<file path="src/include/gpio_mux_pkg.sv">
// Constants and types shared by the pin output source multiplexer
package gpio_mux_pkg;

   // ---------------------------------------------------------------
   // Register indices (byte address is four times the index)
   // ---------------------------------------------------------------
   localparam int          ADDR_W          = 12;
   localparam logic [9:0]  PIN1_CTL_IDX    = 10'h011;
   localparam logic [9:0]  PIN2_CTL_IDX    = 10'h012;
   localparam logic [9:0]  PIN3_CTL_IDX    = 10'h013;
   localparam logic [9:0]  FS_CTL_IDX      = 10'h018;
   localparam logic [9:0]  PORT_EN_IDX     = 10'h01c;
   localparam logic [9:0]  STATUS_IDX      = 10'h01d;

   // ---------------------------------------------------------------
   // Reset values and field positions
   // ---------------------------------------------------------------
   localparam logic [7:0]  PIN_CTL_RESET   = 8'h00;
   localparam logic [7:0]  FS_CTL_RESET    = 8'h00;
   localparam logic [1:0]  PORT_EN_RESET   = 2'h3;
   localparam int          FS_GEN_ON_BIT   = 0;
   localparam int          NUM_PINS        = 3;
   localparam int          NUM_PORTS       = 2;

   // ---------------------------------------------------------------
   // Source and select encodings
   // ---------------------------------------------------------------
   localparam logic [2:0]  SRC_PORT0       = 3'h0;
   localparam logic [2:0]  SRC_PORT1       = 3'h1;
   localparam logic [2:0]  SRC_STATUS      = 3'h4;
   localparam logic [2:0]  SEL_REMOTE3     = 3'h3;
   localparam logic [2:0]  SEL_LOCK        = 3'h4;
   localparam logic [2:0]  SEL_PASS        = 3'h5;
   localparam logic [2:0]  SEL_LOCAL       = 3'h0;
   localparam logic [2:0]  SEL_OR_LOCK     = 3'h1;
   localparam logic [2:0]  SEL_AND_LOCK    = 3'h2;
   localparam logic [2:0]  SEL_AND_PASS    = 3'h3;
   localparam logic [2:0]  SEL_FRAME_SYNC  = 3'h4;

   // ---------------------------------------------------------------
   // Bus answers
   // ---------------------------------------------------------------
   localparam logic [1:0]  RESP_OKAY       = 2'h0;
   localparam logic [1:0]  RESP_SLVERR     = 2'h2;

   // ---------------------------------------------------------------
   // Types
   // ---------------------------------------------------------------
   typedef struct packed {
      logic [2:0] value_select;
      logic [2:0] source_select;
      logic       local_value;
      logic       drive_enable;
   } pin_ctl_type;

   typedef struct packed {
      logic [3:0] remote_pins1;
      logic [3:0] remote_pins0;
      logic [1:0] lock;
      logic [1:0] pass;
   } link_status_type;

   typedef enum logic [1:0] {
      WR_IDLE = 2'b01,
      WR_RESP = 2'b10
   } wr_state_type;

   typedef enum logic [1:0] {
      RD_IDLE = 2'b01,
      RD_RESP = 2'b10
   } rd_state_type;

endpackage

</file>
<file path="src/rtl/pin_source_mux.sv">
// Per-pin output value selection
`timescale 1ns/1ns
module pin_source_mux
   import gpio_mux_pkg::*;
(
   input  wire pin_ctl_type     ctl,
   input  wire link_status_type link,
   input  wire logic            or_lock,
   input  wire logic            and_lock,
   input  wire logic            and_pass,
   input  wire logic            frame_sync,
   output logic                 value
);

   logic [3:0] remote;
   logic       port;

   always_comb begin
      port   = ctl.source_select[0];
      remote = port ? link.remote_pins1 : link.remote_pins0;
      // Reserved codes and a disabled pin give a defined low
      value  = 1'b0;
      if (ctl.drive_enable) begin
         case (ctl.source_select)
            SRC_PORT0, SRC_PORT1: begin
               if (ctl.value_select <= SEL_REMOTE3) begin
                  value = remote[ctl.value_select[1:0]];
               end else if (ctl.value_select == SEL_LOCK) begin
                  value = link.lock[port];
               end else if (ctl.value_select == SEL_PASS) begin
                  value = link.pass[port];
               end
            end
            SRC_STATUS: begin
               case (ctl.value_select)
                  SEL_LOCAL:      value = ctl.local_value;
                  SEL_OR_LOCK:    value = or_lock;
                  SEL_AND_LOCK:   value = and_lock;
                  SEL_AND_PASS:   value = and_pass;
                  SEL_FRAME_SYNC: value = frame_sync;
                  default:        value = 1'b0;
               endcase
            end
            default: value = 1'b0;
         endcase
      end
   end

endmodule

</file>
<file path="src/rtl/gpio_output_source_mux.sv">
// Output multiplexer, enables and register slave for pins 1 to 3
//
// Summary of operation
// Source field bits 4:2 picks port or status
// Port source, select 0-3 forwards remote pin
// Port source, select 4 lock, 5 pass
// Status source, select 0 gives local value
// Status selects 1-3: OR/AND lock, AND pass
// Status select 4 routes frame sync
// Pin driven only while bit 0 set
// Bit 1 holds writable local pin value
// Bits 7:5 hold select, meaning per source
// Frame sync generator runs only when enabled
// Reserved codes drive defined low level
// Pin control fields reset to zero, outputs off
//
// The AXI4-Lite slave port was chosen for this implementation.
`timescale 1ns/1ns
module gpio_output_source_mux
   import gpio_mux_pkg::*;
#(
   parameter int FS_CNT_W       = 16,
   parameter int FS_HIGH_CYCLES = 100,
   parameter int FS_LOW_CYCLES  = 100
)(
   input  wire logic                clock,
   input  wire logic                rst_b,
   input  wire logic                awvalid,
   output logic                     awready,
   input  wire logic [ADDR_W-1:0]   awaddr,
   input  wire logic                wvalid,
   output logic                     wready,
   input  wire logic [31:0]         wdata,
   input  wire logic [3:0]          wstrb,
   output logic                     bvalid,
   input  wire logic                bready,
   output logic [1:0]               bresp,
   input  wire logic                arvalid,
   output logic                     arready,
   input  wire logic [ADDR_W-1:0]   araddr,
   output logic                     rvalid,
   input  wire logic                rready,
   output logic [31:0]              rdata,
   output logic [1:0]               rresp,
   input  wire link_status_type     link,
   output logic [NUM_PINS-1:0]      pin_out,
   output logic [NUM_PINS-1:0]      pin_oe
);

   // ---------------------------------------------------------------
   // State
   // ---------------------------------------------------------------
   pin_ctl_type            ctl_q [NUM_PINS];
   pin_ctl_type            ctl_d [NUM_PINS];
   logic [7:0]             fs_ctl_q, fs_ctl_d;
   logic [1:0]             port_en_q, port_en_d;
   wr_state_type           wr_state_q, wr_state_d;
   rd_state_type           rd_state_q, rd_state_d;
   logic                   aw_held_q, aw_held_d;
   logic                   w_held_q, w_held_d;
   logic [ADDR_W-1:0]      aw_addr_q, aw_addr_d;
   logic [7:0]             w_byte_q, w_byte_d;
   logic                   w_lane_q, w_lane_d;
   logic [1:0]             bresp_q, bresp_d;
   logic [31:0]            rdata_q, rdata_d;
   logic [1:0]             rresp_q, rresp_d;
   logic [FS_CNT_W-1:0]    fs_cnt_q, fs_cnt_d;
   logic                   fs_level_q, fs_level_d;
   logic [NUM_PINS-1:0]    pin_out_q, pin_out_d;
   logic [NUM_PINS-1:0]    pin_oe_q, pin_oe_d;
   logic [NUM_PINS-1:0]    pin_value;
   logic                   or_lock, and_lock, and_pass;
   logic                   frame_sync_gen_on;
   logic                   do_write;
   logic [9:0]             wr_idx, rd_idx;

   localparam logic [FS_CNT_W-1:0] FS_HIGH_LAST =
      FS_CNT_W'(FS_HIGH_CYCLES - 1);
   localparam logic [FS_CNT_W-1:0] FS_LOW_LAST =
      FS_CNT_W'(FS_LOW_CYCLES - 1);

   assign frame_sync_gen_on = fs_ctl_q[FS_GEN_ON_BIT];

   // ---------------------------------------------------------------
   // Status combinations over enabled ports
   // ---------------------------------------------------------------
   // With no port enabled the AND terms read low, not vacuously high
   always_comb begin
      or_lock  = |(link.lock & port_en_q);
      and_lock = (|port_en_q) & (&(link.lock | ~port_en_q));
      and_pass = (|port_en_q) & (&(link.pass | ~port_en_q));
   end

   // ---------------------------------------------------------------
   // Frame sync generator
   // ---------------------------------------------------------------
   always_comb begin
      fs_cnt_d   = fs_cnt_q;
      fs_level_d = fs_level_q;
      if (!frame_sync_gen_on) begin
         fs_cnt_d   = '0;
         fs_level_d = 1'b0;
      end else if (fs_cnt_q == (fs_level_q ? FS_HIGH_LAST : FS_LOW_LAST))
      begin
         fs_cnt_d   = '0;
         fs_level_d = ~fs_level_q;
      end else begin
         fs_cnt_d   = fs_cnt_q + 1'b1;
      end
   end

   always_ff @(posedge clock) begin
      if (!rst_b) begin
         fs_cnt_q   <= '0;
         fs_level_q <= 1'b0;
      end else begin
         fs_cnt_q   <= fs_cnt_d;
         fs_level_q <= fs_level_d;
      end
   end

   // ---------------------------------------------------------------
   // Pin multiplexers and registered outputs
   // ---------------------------------------------------------------
   for (genvar i = 0; i < NUM_PINS; i++) begin : g_pin
      pin_source_mux u_mux (
         .ctl        (ctl_q[i]),
         .link       (link),
         .or_lock    (or_lock),
         .and_lock   (and_lock),
         .and_pass   (and_pass),
         .frame_sync (fs_level_q),
         .value      (pin_value[i])
      );
   end

   always_comb begin
      pin_out_d = pin_value;
      for (int i = 0; i < NUM_PINS; i++) begin
         pin_oe_d[i] = ctl_q[i].drive_enable;
      end
   end

   always_ff @(posedge clock) begin
      if (!rst_b) begin
         pin_out_q <= '0;
         pin_oe_q  <= '0;
      end else begin
         pin_out_q <= pin_out_d;
         pin_oe_q  <= pin_oe_d;
      end
   end

   assign pin_out = pin_out_q;
   assign pin_oe  = pin_oe_q;

   // ---------------------------------------------------------------
   // Write channels
   // ---------------------------------------------------------------
   // Address and data are caught separately so either may come first
   assign awready = !aw_held_q && (wr_state_q == WR_IDLE);
   assign wready  = !w_held_q && (wr_state_q == WR_IDLE);
   assign bvalid  = (wr_state_q == WR_RESP);
   assign bresp   = bresp_q;

   always_comb begin
      aw_held_d  = aw_held_q;
      w_held_d   = w_held_q;
      aw_addr_d  = aw_addr_q;
      w_byte_d   = w_byte_q;
      w_lane_d   = w_lane_q;
      wr_state_d = wr_state_q;
      bresp_d    = bresp_q;
      fs_ctl_d   = fs_ctl_q;
      port_en_d  = port_en_q;
      for (int i = 0; i < NUM_PINS; i++) begin
         ctl_d[i] = ctl_q[i];
      end
      if (awvalid && awready) begin
         aw_held_d = 1'b1;
         aw_addr_d = awaddr;
      end
      if (wvalid && wready) begin
         w_held_d = 1'b1;
         w_byte_d = wdata[7:0];
         w_lane_d = wstrb[0];
      end
      do_write = aw_held_d && w_held_d && (wr_state_q == WR_IDLE);
      wr_idx   = aw_addr_d[ADDR_W-1:2];
      case (wr_state_q)
         WR_IDLE: begin
            if (do_write) begin
               aw_held_d  = 1'b0;
               w_held_d   = 1'b0;
               wr_state_d = WR_RESP;
               bresp_d    = RESP_OKAY;
               if (wr_idx == PIN1_CTL_IDX) begin
                  if (w_lane_d) ctl_d[0] = pin_ctl_type'(w_byte_d);
               end else if (wr_idx == PIN2_CTL_IDX) begin
                  if (w_lane_d) ctl_d[1] = pin_ctl_type'(w_byte_d);
               end else if (wr_idx == PIN3_CTL_IDX) begin
                  if (w_lane_d) ctl_d[2] = pin_ctl_type'(w_byte_d);
               end else if (wr_idx == FS_CTL_IDX) begin
                  if (w_lane_d) fs_ctl_d = w_byte_d;
               end else if (wr_idx == PORT_EN_IDX) begin
                  if (w_lane_d) port_en_d = w_byte_d[1:0];
               end else if (wr_idx == STATUS_IDX) begin
                  bresp_d = RESP_OKAY;
               end else begin
                  bresp_d = RESP_SLVERR;
               end
            end
         end
         WR_RESP: begin
            if (bready) begin
               wr_state_d = WR_IDLE;
            end
         end
         default: wr_state_d = WR_IDLE;
      endcase
   end

   always_ff @(posedge clock) begin
      if (!rst_b) begin
         aw_held_q  <= 1'b0;
         w_held_q   <= 1'b0;
         aw_addr_q  <= '0;
         w_byte_q   <= 8'h00;
         w_lane_q   <= 1'b0;
         wr_state_q <= WR_IDLE;
         bresp_q    <= RESP_OKAY;
         fs_ctl_q   <= FS_CTL_RESET;
         port_en_q  <= PORT_EN_RESET;
         for (int i = 0; i < NUM_PINS; i++) begin
            ctl_q[i] <= pin_ctl_type'(PIN_CTL_RESET);
         end
      end else begin
         aw_held_q  <= aw_held_d;
         w_held_q   <= w_held_d;
         aw_addr_q  <= aw_addr_d;
         w_byte_q   <= w_byte_d;
         w_lane_q   <= w_lane_d;
         wr_state_q <= wr_state_d;
         bresp_q    <= bresp_d;
         fs_ctl_q   <= fs_ctl_d;
         port_en_q  <= port_en_d;
         for (int i = 0; i < NUM_PINS; i++) begin
            ctl_q[i] <= ctl_d[i];
         end
      end
   end

   // ---------------------------------------------------------------
   // Read channel
   // ---------------------------------------------------------------
   assign arready = (rd_state_q == RD_IDLE);
   assign rvalid  = (rd_state_q == RD_RESP);
   assign rdata   = rdata_q;
   assign rresp   = rresp_q;

   always_comb begin
      rd_state_d = rd_state_q;
      rdata_d    = rdata_q;
      rresp_d    = rresp_q;
      rd_idx     = araddr[ADDR_W-1:2];
      case (rd_state_q)
         RD_IDLE: begin
            if (arvalid) begin
               rd_state_d = RD_RESP;
               rresp_d    = RESP_OKAY;
               rdata_d    = 32'h0000_0000;
               if (rd_idx == PIN1_CTL_IDX) begin
                  rdata_d[7:0] = ctl_q[0];
               end else if (rd_idx == PIN2_CTL_IDX) begin
                  rdata_d[7:0] = ctl_q[1];
               end else if (rd_idx == PIN3_CTL_IDX) begin
                  rdata_d[7:0] = ctl_q[2];
               end else if (rd_idx == FS_CTL_IDX) begin
                  rdata_d[7:0] = fs_ctl_q;
               end else if (rd_idx == PORT_EN_IDX) begin
                  rdata_d[1:0] = port_en_q;
               end else if (rd_idx == STATUS_IDX) begin
                  rdata_d[7:0] = {pin_out_q, fs_level_q, link.pass,
                                  link.lock};
               end else begin
                  rresp_d = RESP_SLVERR;
               end
            end
         end
         RD_RESP: begin
            if (rready) begin
               rd_state_d = RD_IDLE;
            end
         end
         default: rd_state_d = RD_IDLE;
      endcase
   end

   always_ff @(posedge clock) begin
      if (!rst_b) begin
         rd_state_q <= RD_IDLE;
         rdata_q    <= 32'h0000_0000;
         rresp_q    <= RESP_OKAY;
      end else begin
         rd_state_q <= rd_state_d;
         rdata_q    <= rdata_d;
         rresp_q    <= rresp_d;
      end
   end
endmodule

</file>
<file path="config.mk">
export PLATFORM = sky130hd
export DESIGN_NAME = gpio_output_source_mux
export DESIGN_NICKNAME = d
export VERILOG_FILES = /design/src/include/gpio_mux_pkg.sv /design/src/rtl/pin_source_mux.sv /design/src/rtl/gpio_output_source_mux.sv
export SDC_FILE = /design/constraint.sdc
export NUM_CORES = 1
export LEC_CHECK = 0
export ABC_AREA = 1
export BUFFER_PORTS_ARGS = -buffer_cell sky130_fd_sc_hd__buf_2
export CORE_MARGIN = 2
export CORE_UTILIZATION = 55
export DETAILED_ROUTE_END_ITERATION = 12
export GPL_ROUTABILITY_DRIVEN = 0
export GPL_TIMING_DRIVEN = 1
export PLACE_DENSITY = 0.82
export SYNTH_ARGS = -nofsm -noshare
export SYNTH_HDL_FRONTEND = slang
export SYNTH_SLANG_ARGS = --single-unit
</file>
<file path="constraint.sdc">
create_clock -name clock -period 5.16 [get_ports clock]
set_clock_uncertainty 0.2 [all_clocks]
set_input_delay 0.516 -clock clock [delete_from_list [all_inputs] [get_ports clock]]
set_output_delay 0.516 -clock clock [all_outputs]
set_load 0.05 [all_outputs]
</file>
After elaboration in Yosys (flattened, before gate mapping)
Memories as Yosys holds them, arrays and structs flattened.
Cells that the tools add are included.
{ "totals": {"regBits": 72, "ramBits": 24, "in_bits": 79, "out_inout_bits": 47, "wordCells": 205, "n_memories": 1} }
{ "mem_list": {"columns": ["memory", "depth", "width", "rd", "rd_ports_with_merged_regs", "wr", "line", "source"], "rows": [
  ["ctl_q", 3, 8, 3, 0, 3, "gpio_output_source_mux.sv:53", "pin_ctl_type ctl_q [NUM_PINS];"]
]} }
{ "classes": {"n_addsub": 1, "order_cmp": 9, "n_eq_ne": 42, "muxes": 85, "bitwise": 16, "n_reduce_logical": 32} }
{ "ops": {"columns": ["operator", "count"], "rows": [
  ["$mux 8", 16],
  ["$eq 10x5->1 const B", 12],
  ["$mux 24", 2],
  ["$mux 2", 17],
  ["$mux 1", 33],
  ["$eq 3x3->1 const B", 9],
  ["$reduce_and 2->1", 10],
  ["$eq 3x1->1 const B", 6],
  ["$eq 3x2->1 const B", 6],
  ["$logic_not 3->1", 6],
  ["$add 16x1->16 const B", 1],
  ["$eq 16x7->1 const B", 1],
  ["$mux 16", 1],
  ["$pmux 1 s5", 3],
  ["$mux 12", 1],
  ["$mux 4", 3],
  ["$reduce_or 2->1", 5],
  ["$le 3x2->1 const B", 3],
  ["$lt 2x3->1 const B", 3],
  ["$pmux 2 s2", 2],
  ["$reduce_and 8->1", 1],
  ["$not 1->1", 7],
  ["$reduce_and 7->1", 1],
  ["$bmux 1 s2", 3],
  ["other kinds (15)", 33]
]} }

Longest topological paths before layout
{ "depth": {"ltp_word": 11, "ltp_mapped": 15, "mapped_depth_nobuf": 13} }

Modules after synthesis
Synthesis repeated with hierarchy kept, for this count alone.
{ "unflattened": {"hier_cells": 867, "hier_area_um2": 5426.5} }
{ "by_module_without_submodules": {"columns": ["module", "n_inst", "cells_per_inst", "area_each_um2", "seq_area_each_um2"], "rows": [
  ["gpio_output_source_mux", 1, 696, 4690.7, 1841.8],
  ["pin_source_mux", 3, 57, 245.2, 0.0]
]} }

Worst setup path after synthesis
OpenSTA, ideal clock, no wires.
{ "synth_timing": {"path_kind": "register -> register", "startpoint": "register rd_state_q[0]", "endpoint": "register rdata_q[6], in the netlist rdata[6]", "setup_ns": 0.071, "arrival_ns": 2.005, "t_required_ns": 4.889, "path_slack_ns": 2.884, "stages_incl_launch_ff": 8, "path_buffers": 1, "synth_period_minus_slack_ns": 2.276, "path_cell_list": "dfxtp_1 -> inv_1 -> nor2_1 -> nand2_1 -> inv_1 -> clkbuf_1 -> o211ai_1 -> a21oi_1"} }
{ "synth_between": {"elab_chain_len": 2} }
{ "synth_rtl": {"columns": ["element", "line", "source"], "rows": [
  ["start, declared", "gpio_output_source_mux.sv:58", "rd_state_type rd_state_q, rd_state_d;"],
  ["start signal, assigned", "gpio_output_source_mux.sv:305", "rd_state_q <= rd_state_d;"],
  ["$eq 2x1->1", null, null],
  ["net arready", "gpio_output_source_mux.sv:39", "output logic arready,"],
  ["$reduce_and 2->1 (no line)", null, null],
  ["end signal, assigned", "gpio_output_source_mux.sv:306", "rdata_q <= rdata_d;"],
  ["end, declared", "gpio_output_source_mux.sv:65", "logic [31:0] rdata_q, rdata_d;"]
]} }
The timed path passes the listed nets, and every way through them passes these cells.
A chain may end at the register's enable or synchronous reset.

==> impl_metrics.yaml <==
clocking:
  holdBufCountCts: 0
  clockBufferDepth: 2
  clk_pin_slew_ns: 0.09
  ctsResizeCount: 0
  cts_buffers: 9
  h-tree-depth: 3
  cts_sinks: 92
  cts_setup_buffers: 0
  cts_root_buffer: "clkbuf_8"
  tritoncts: "done"
  clock_latency_ns: 0.36
timing:
  slew-limit-headroom: 0.163
  setup_violations: 0
  tightestPinTransition_ns: 1.25
  setup_tns_ns: 0
  rsz0062_at_grt: "false"
  finalHoldViolCount: 0
  slew_viol_final: 0
  period_share: 0.535
  hold_slack_ns: 0.185
  final.setup.worst_slack_ns: 2.40
  max_clock_freq_mhz: 362
  min_period_ns: 2.76
floorplanning:
  fp.dieW_um: 99.5
  core_region_area_um2: 8760
  rows: 34
  start_util: 0.572
  die_h_um: 99.5
  die_area_um2: 9900
  ios: 126
final_layout:
  n_fill_cell: 831
  syn2layout_area_growth_pct: 9.85
  antenna_cells: 0
  final_area_um2: 5510
  final_common_cell: "nand2_1"
  layout-drive-gt1-share: 0.139
  nets: 901
  final_cell_mix: "nand2_1 (134), nor2_1 (124), inv_1 (102)"
global_routing:
  grt_usage: 0.252
  antenna_found_initial: 0
  grt_pass1_wl_mm: 20.7
  grt_pass1_vias: 4698
  grt_max_degree: 45
  grt_overflow_total: 0
pwr:
  p_sw_frac: 0.384
  pwr-share-comb: 0.328
  p_per_area_nw_per_um2: 359
  power_frac_seq: 0.405
  clkPwrFrac: 0.267
  p_leak_nw: 2.53
  p_int_w: 0.00122
  peakVddDrop_v: 0.000400
  p_sw_w: 0.000760
logic_synthesis:
  ys_ff_latch: 92
  avgSynthCellArea_um2: 6.58
  ys_warn_count: 0
  synth_area_um2: 5020
  synth-seq-area-share: 0.367
  syn_inst: 762
  yosys.cell_types.count: 40
place:
  hpwlAfterDp_mm: 9.17
  dpl_worst_slack_ns: 2.12
  io_buffers: 68
  postPlaceCellArea_um2: 5300
drt:
  wl_per_cell_um: 13.0
  first_pass_iters: 7
  drc: 0
  wl_mm: 12.2
  drtIter0Drc: 336
  ant_nets: 0
  num_vias: 5015
  post_drt_via_cell_ratio: 5.37
min_path:
  hold-path-endpoint: "rd_state_q[0]$_SDFFE_PN1P_"
  holdCritStartpoint: "rready"
  min_path_type: "input port to register"
  holdPathStages: 3
setup_path:
  r2r-end: "ctl_q[0][2]$_SDFFE_PN0P_"
  crit_start: "wr_state_q[0]$_SDFFE_PN1P_"
  start_kind: "register"
  crit_arrival_ns: 2.79
  worstPathMaxFanout: 16
  regToRegStartpoint: "wr_state_q[0]$_SDFFE_PN1P_"
  worstRegToRegCells: 9
  end_kind: "register"
  reg2reg_slack_ns: 2.40
  cp_data_required_time_ns: 5.19
  path_class: "register to register"
run:
  maxCapViolCount: 0
outcome:
  status: "finished clean"
## synthesized netlist by cell type
master       n  area, um2
a211oi_1     1       7.51
a21oi_1     52        260
a31oi_1      1       6.26
buf_1        2       7.51
buf_2        3       15.0
buf_4       29        218
buf_6        1       11.3
clkbuf_1    10       37.5
clkinv_1     1       3.75
conb_1       1       3.75
dfxtp_1     92       1840
ha_1         1       12.5
inv_1      102        383
inv_2        6       22.5
nand2_1    134        503
nand2_2      3       18.8
nand2_4      1       11.3
nand3_1     41        205
nand3b_1     7       52.6
nand4_1     16        100
nand4_4      1       21.3
nor2_1     124        465
nor2_2       4       25.0
nor2_4       4       45.0
nor2_8       1       20.0
nor3_1      13       65.1
nor3_2       1       10.0
nor3b_1      2       15.0
nor4_1       2       12.5
o2111ai_1    3       26.3
o211ai_1     9       67.6
o21a_1       2       15.0
o21ai_0     57        285
o21ai_1     11       55.1
o221ai_1     3       26.3
o22ai_1      6       37.5
o31ai_1      1       7.51
o32ai_1      1       8.76
or2_2       11       68.8
xor2_1       2       17.5
## how the worst max path moves through the flow
stage	endpoint	slack (ns)	cells after the start
global route	ctl_q[0][6]$_SDFFE_PN0P_	2.04	9
finish	ctl_q[0][2]$_SDFFE_PN0P_	2.40	9
global placement	ctl_q[0][2]$_SDFFE_PN0P_	2.23	8
floorplan	rdata[6]$_SDFFE_PN0P_	2.88	7
detailed placement	ctl_q[0][2]$_SDFFE_PN0P_	2.12	8
CTS	ctl_q[0][2]$_SDFFE_PN0P_	2.39	9
## metal layers
metal	part of all wire	track usage	wire length [um]
met1	0.43	0.318	5250
met4	0.038	0.128	463
met3	0.075	0.0302	916
met5	0	0	0
met2	0.46	0.426	5540
## power groups by stage
stage	clock, W	sequential (W)	combinational [W]
after detailed placement	0	0.000818	0.000642
after global placement	0	0.000814	0.000627
after CTS	0.000533	0.000801	0.000646
final	0.000528	0.000801	0.000648
after floorplan	0	0.000831	0.000518
after global routing	0.000566	0.000810	0.000716
## worst max-delay path, cell delays in order (launching register included)
cell     delay [ns]
dfxtp_1        0.43
nand2_2        0.14
nor3_2         0.46
nor2_1         0.14
nor2_2         0.14
nand2_2        0.11
nor2_4         0.16
nand3_1        0.45
o21ai_0        0.36
a21oi_1        0.06
## stage by stage
stage	power [W]	utilization	std cells
2_1_floorplan	0.00135	-	787
3_3_place_gp	0.00144	0.604	918
3_5_place_dp	0.00146	0.604	918
4_1_cts	0.00198	0.629	934
5_1_grt	0.00209	0.629	934
6_report	0.00198	0.629	934
## final cells by class
cell class                      instances  area [um2]  area share
Timing Repair Buffer                   68         340      0.0618
Clock inverter                          6        86.3      0.0157
Multi-Input combinational cell        541        2570       0.466
Tap cell                              108         135      0.0245
Clock buffer                           10         128      0.0232
Sequential cell                        92        1840       0.334
Inverter                              109         409      0.0743
## state kept, by name, indices dropped and copies added, names as in the netlist, 2 cells and up
| register | cells |
|---|---|
| pin_oe | 3 |
| pin_out | 3 |
| wr_state_q | 2 |
| w_byte_q | 8 |
| ctl_q | 24 |
| fs_cnt_q | 16 |
| fs_ctl_q | 8 |
| aw_addr_q | 10 |
| rd_state_q | 2 |
| port_en_q | 2 |
| rdata | 8 |
## cell families (layout without fill, tap and decap cells)
kind of cell	count (synthesis)	in the layout	synth area share
xor+xnor	2	2	0.00349
flops	92	92	0.367
simple gates	365	365	0.327
fa+ha+maj	1	1	0.00249
other cells	1	26	0.000748
buf+inv	154	193	0.139
compound gates	147	147	0.160
(Power assumes the default switching activity.)
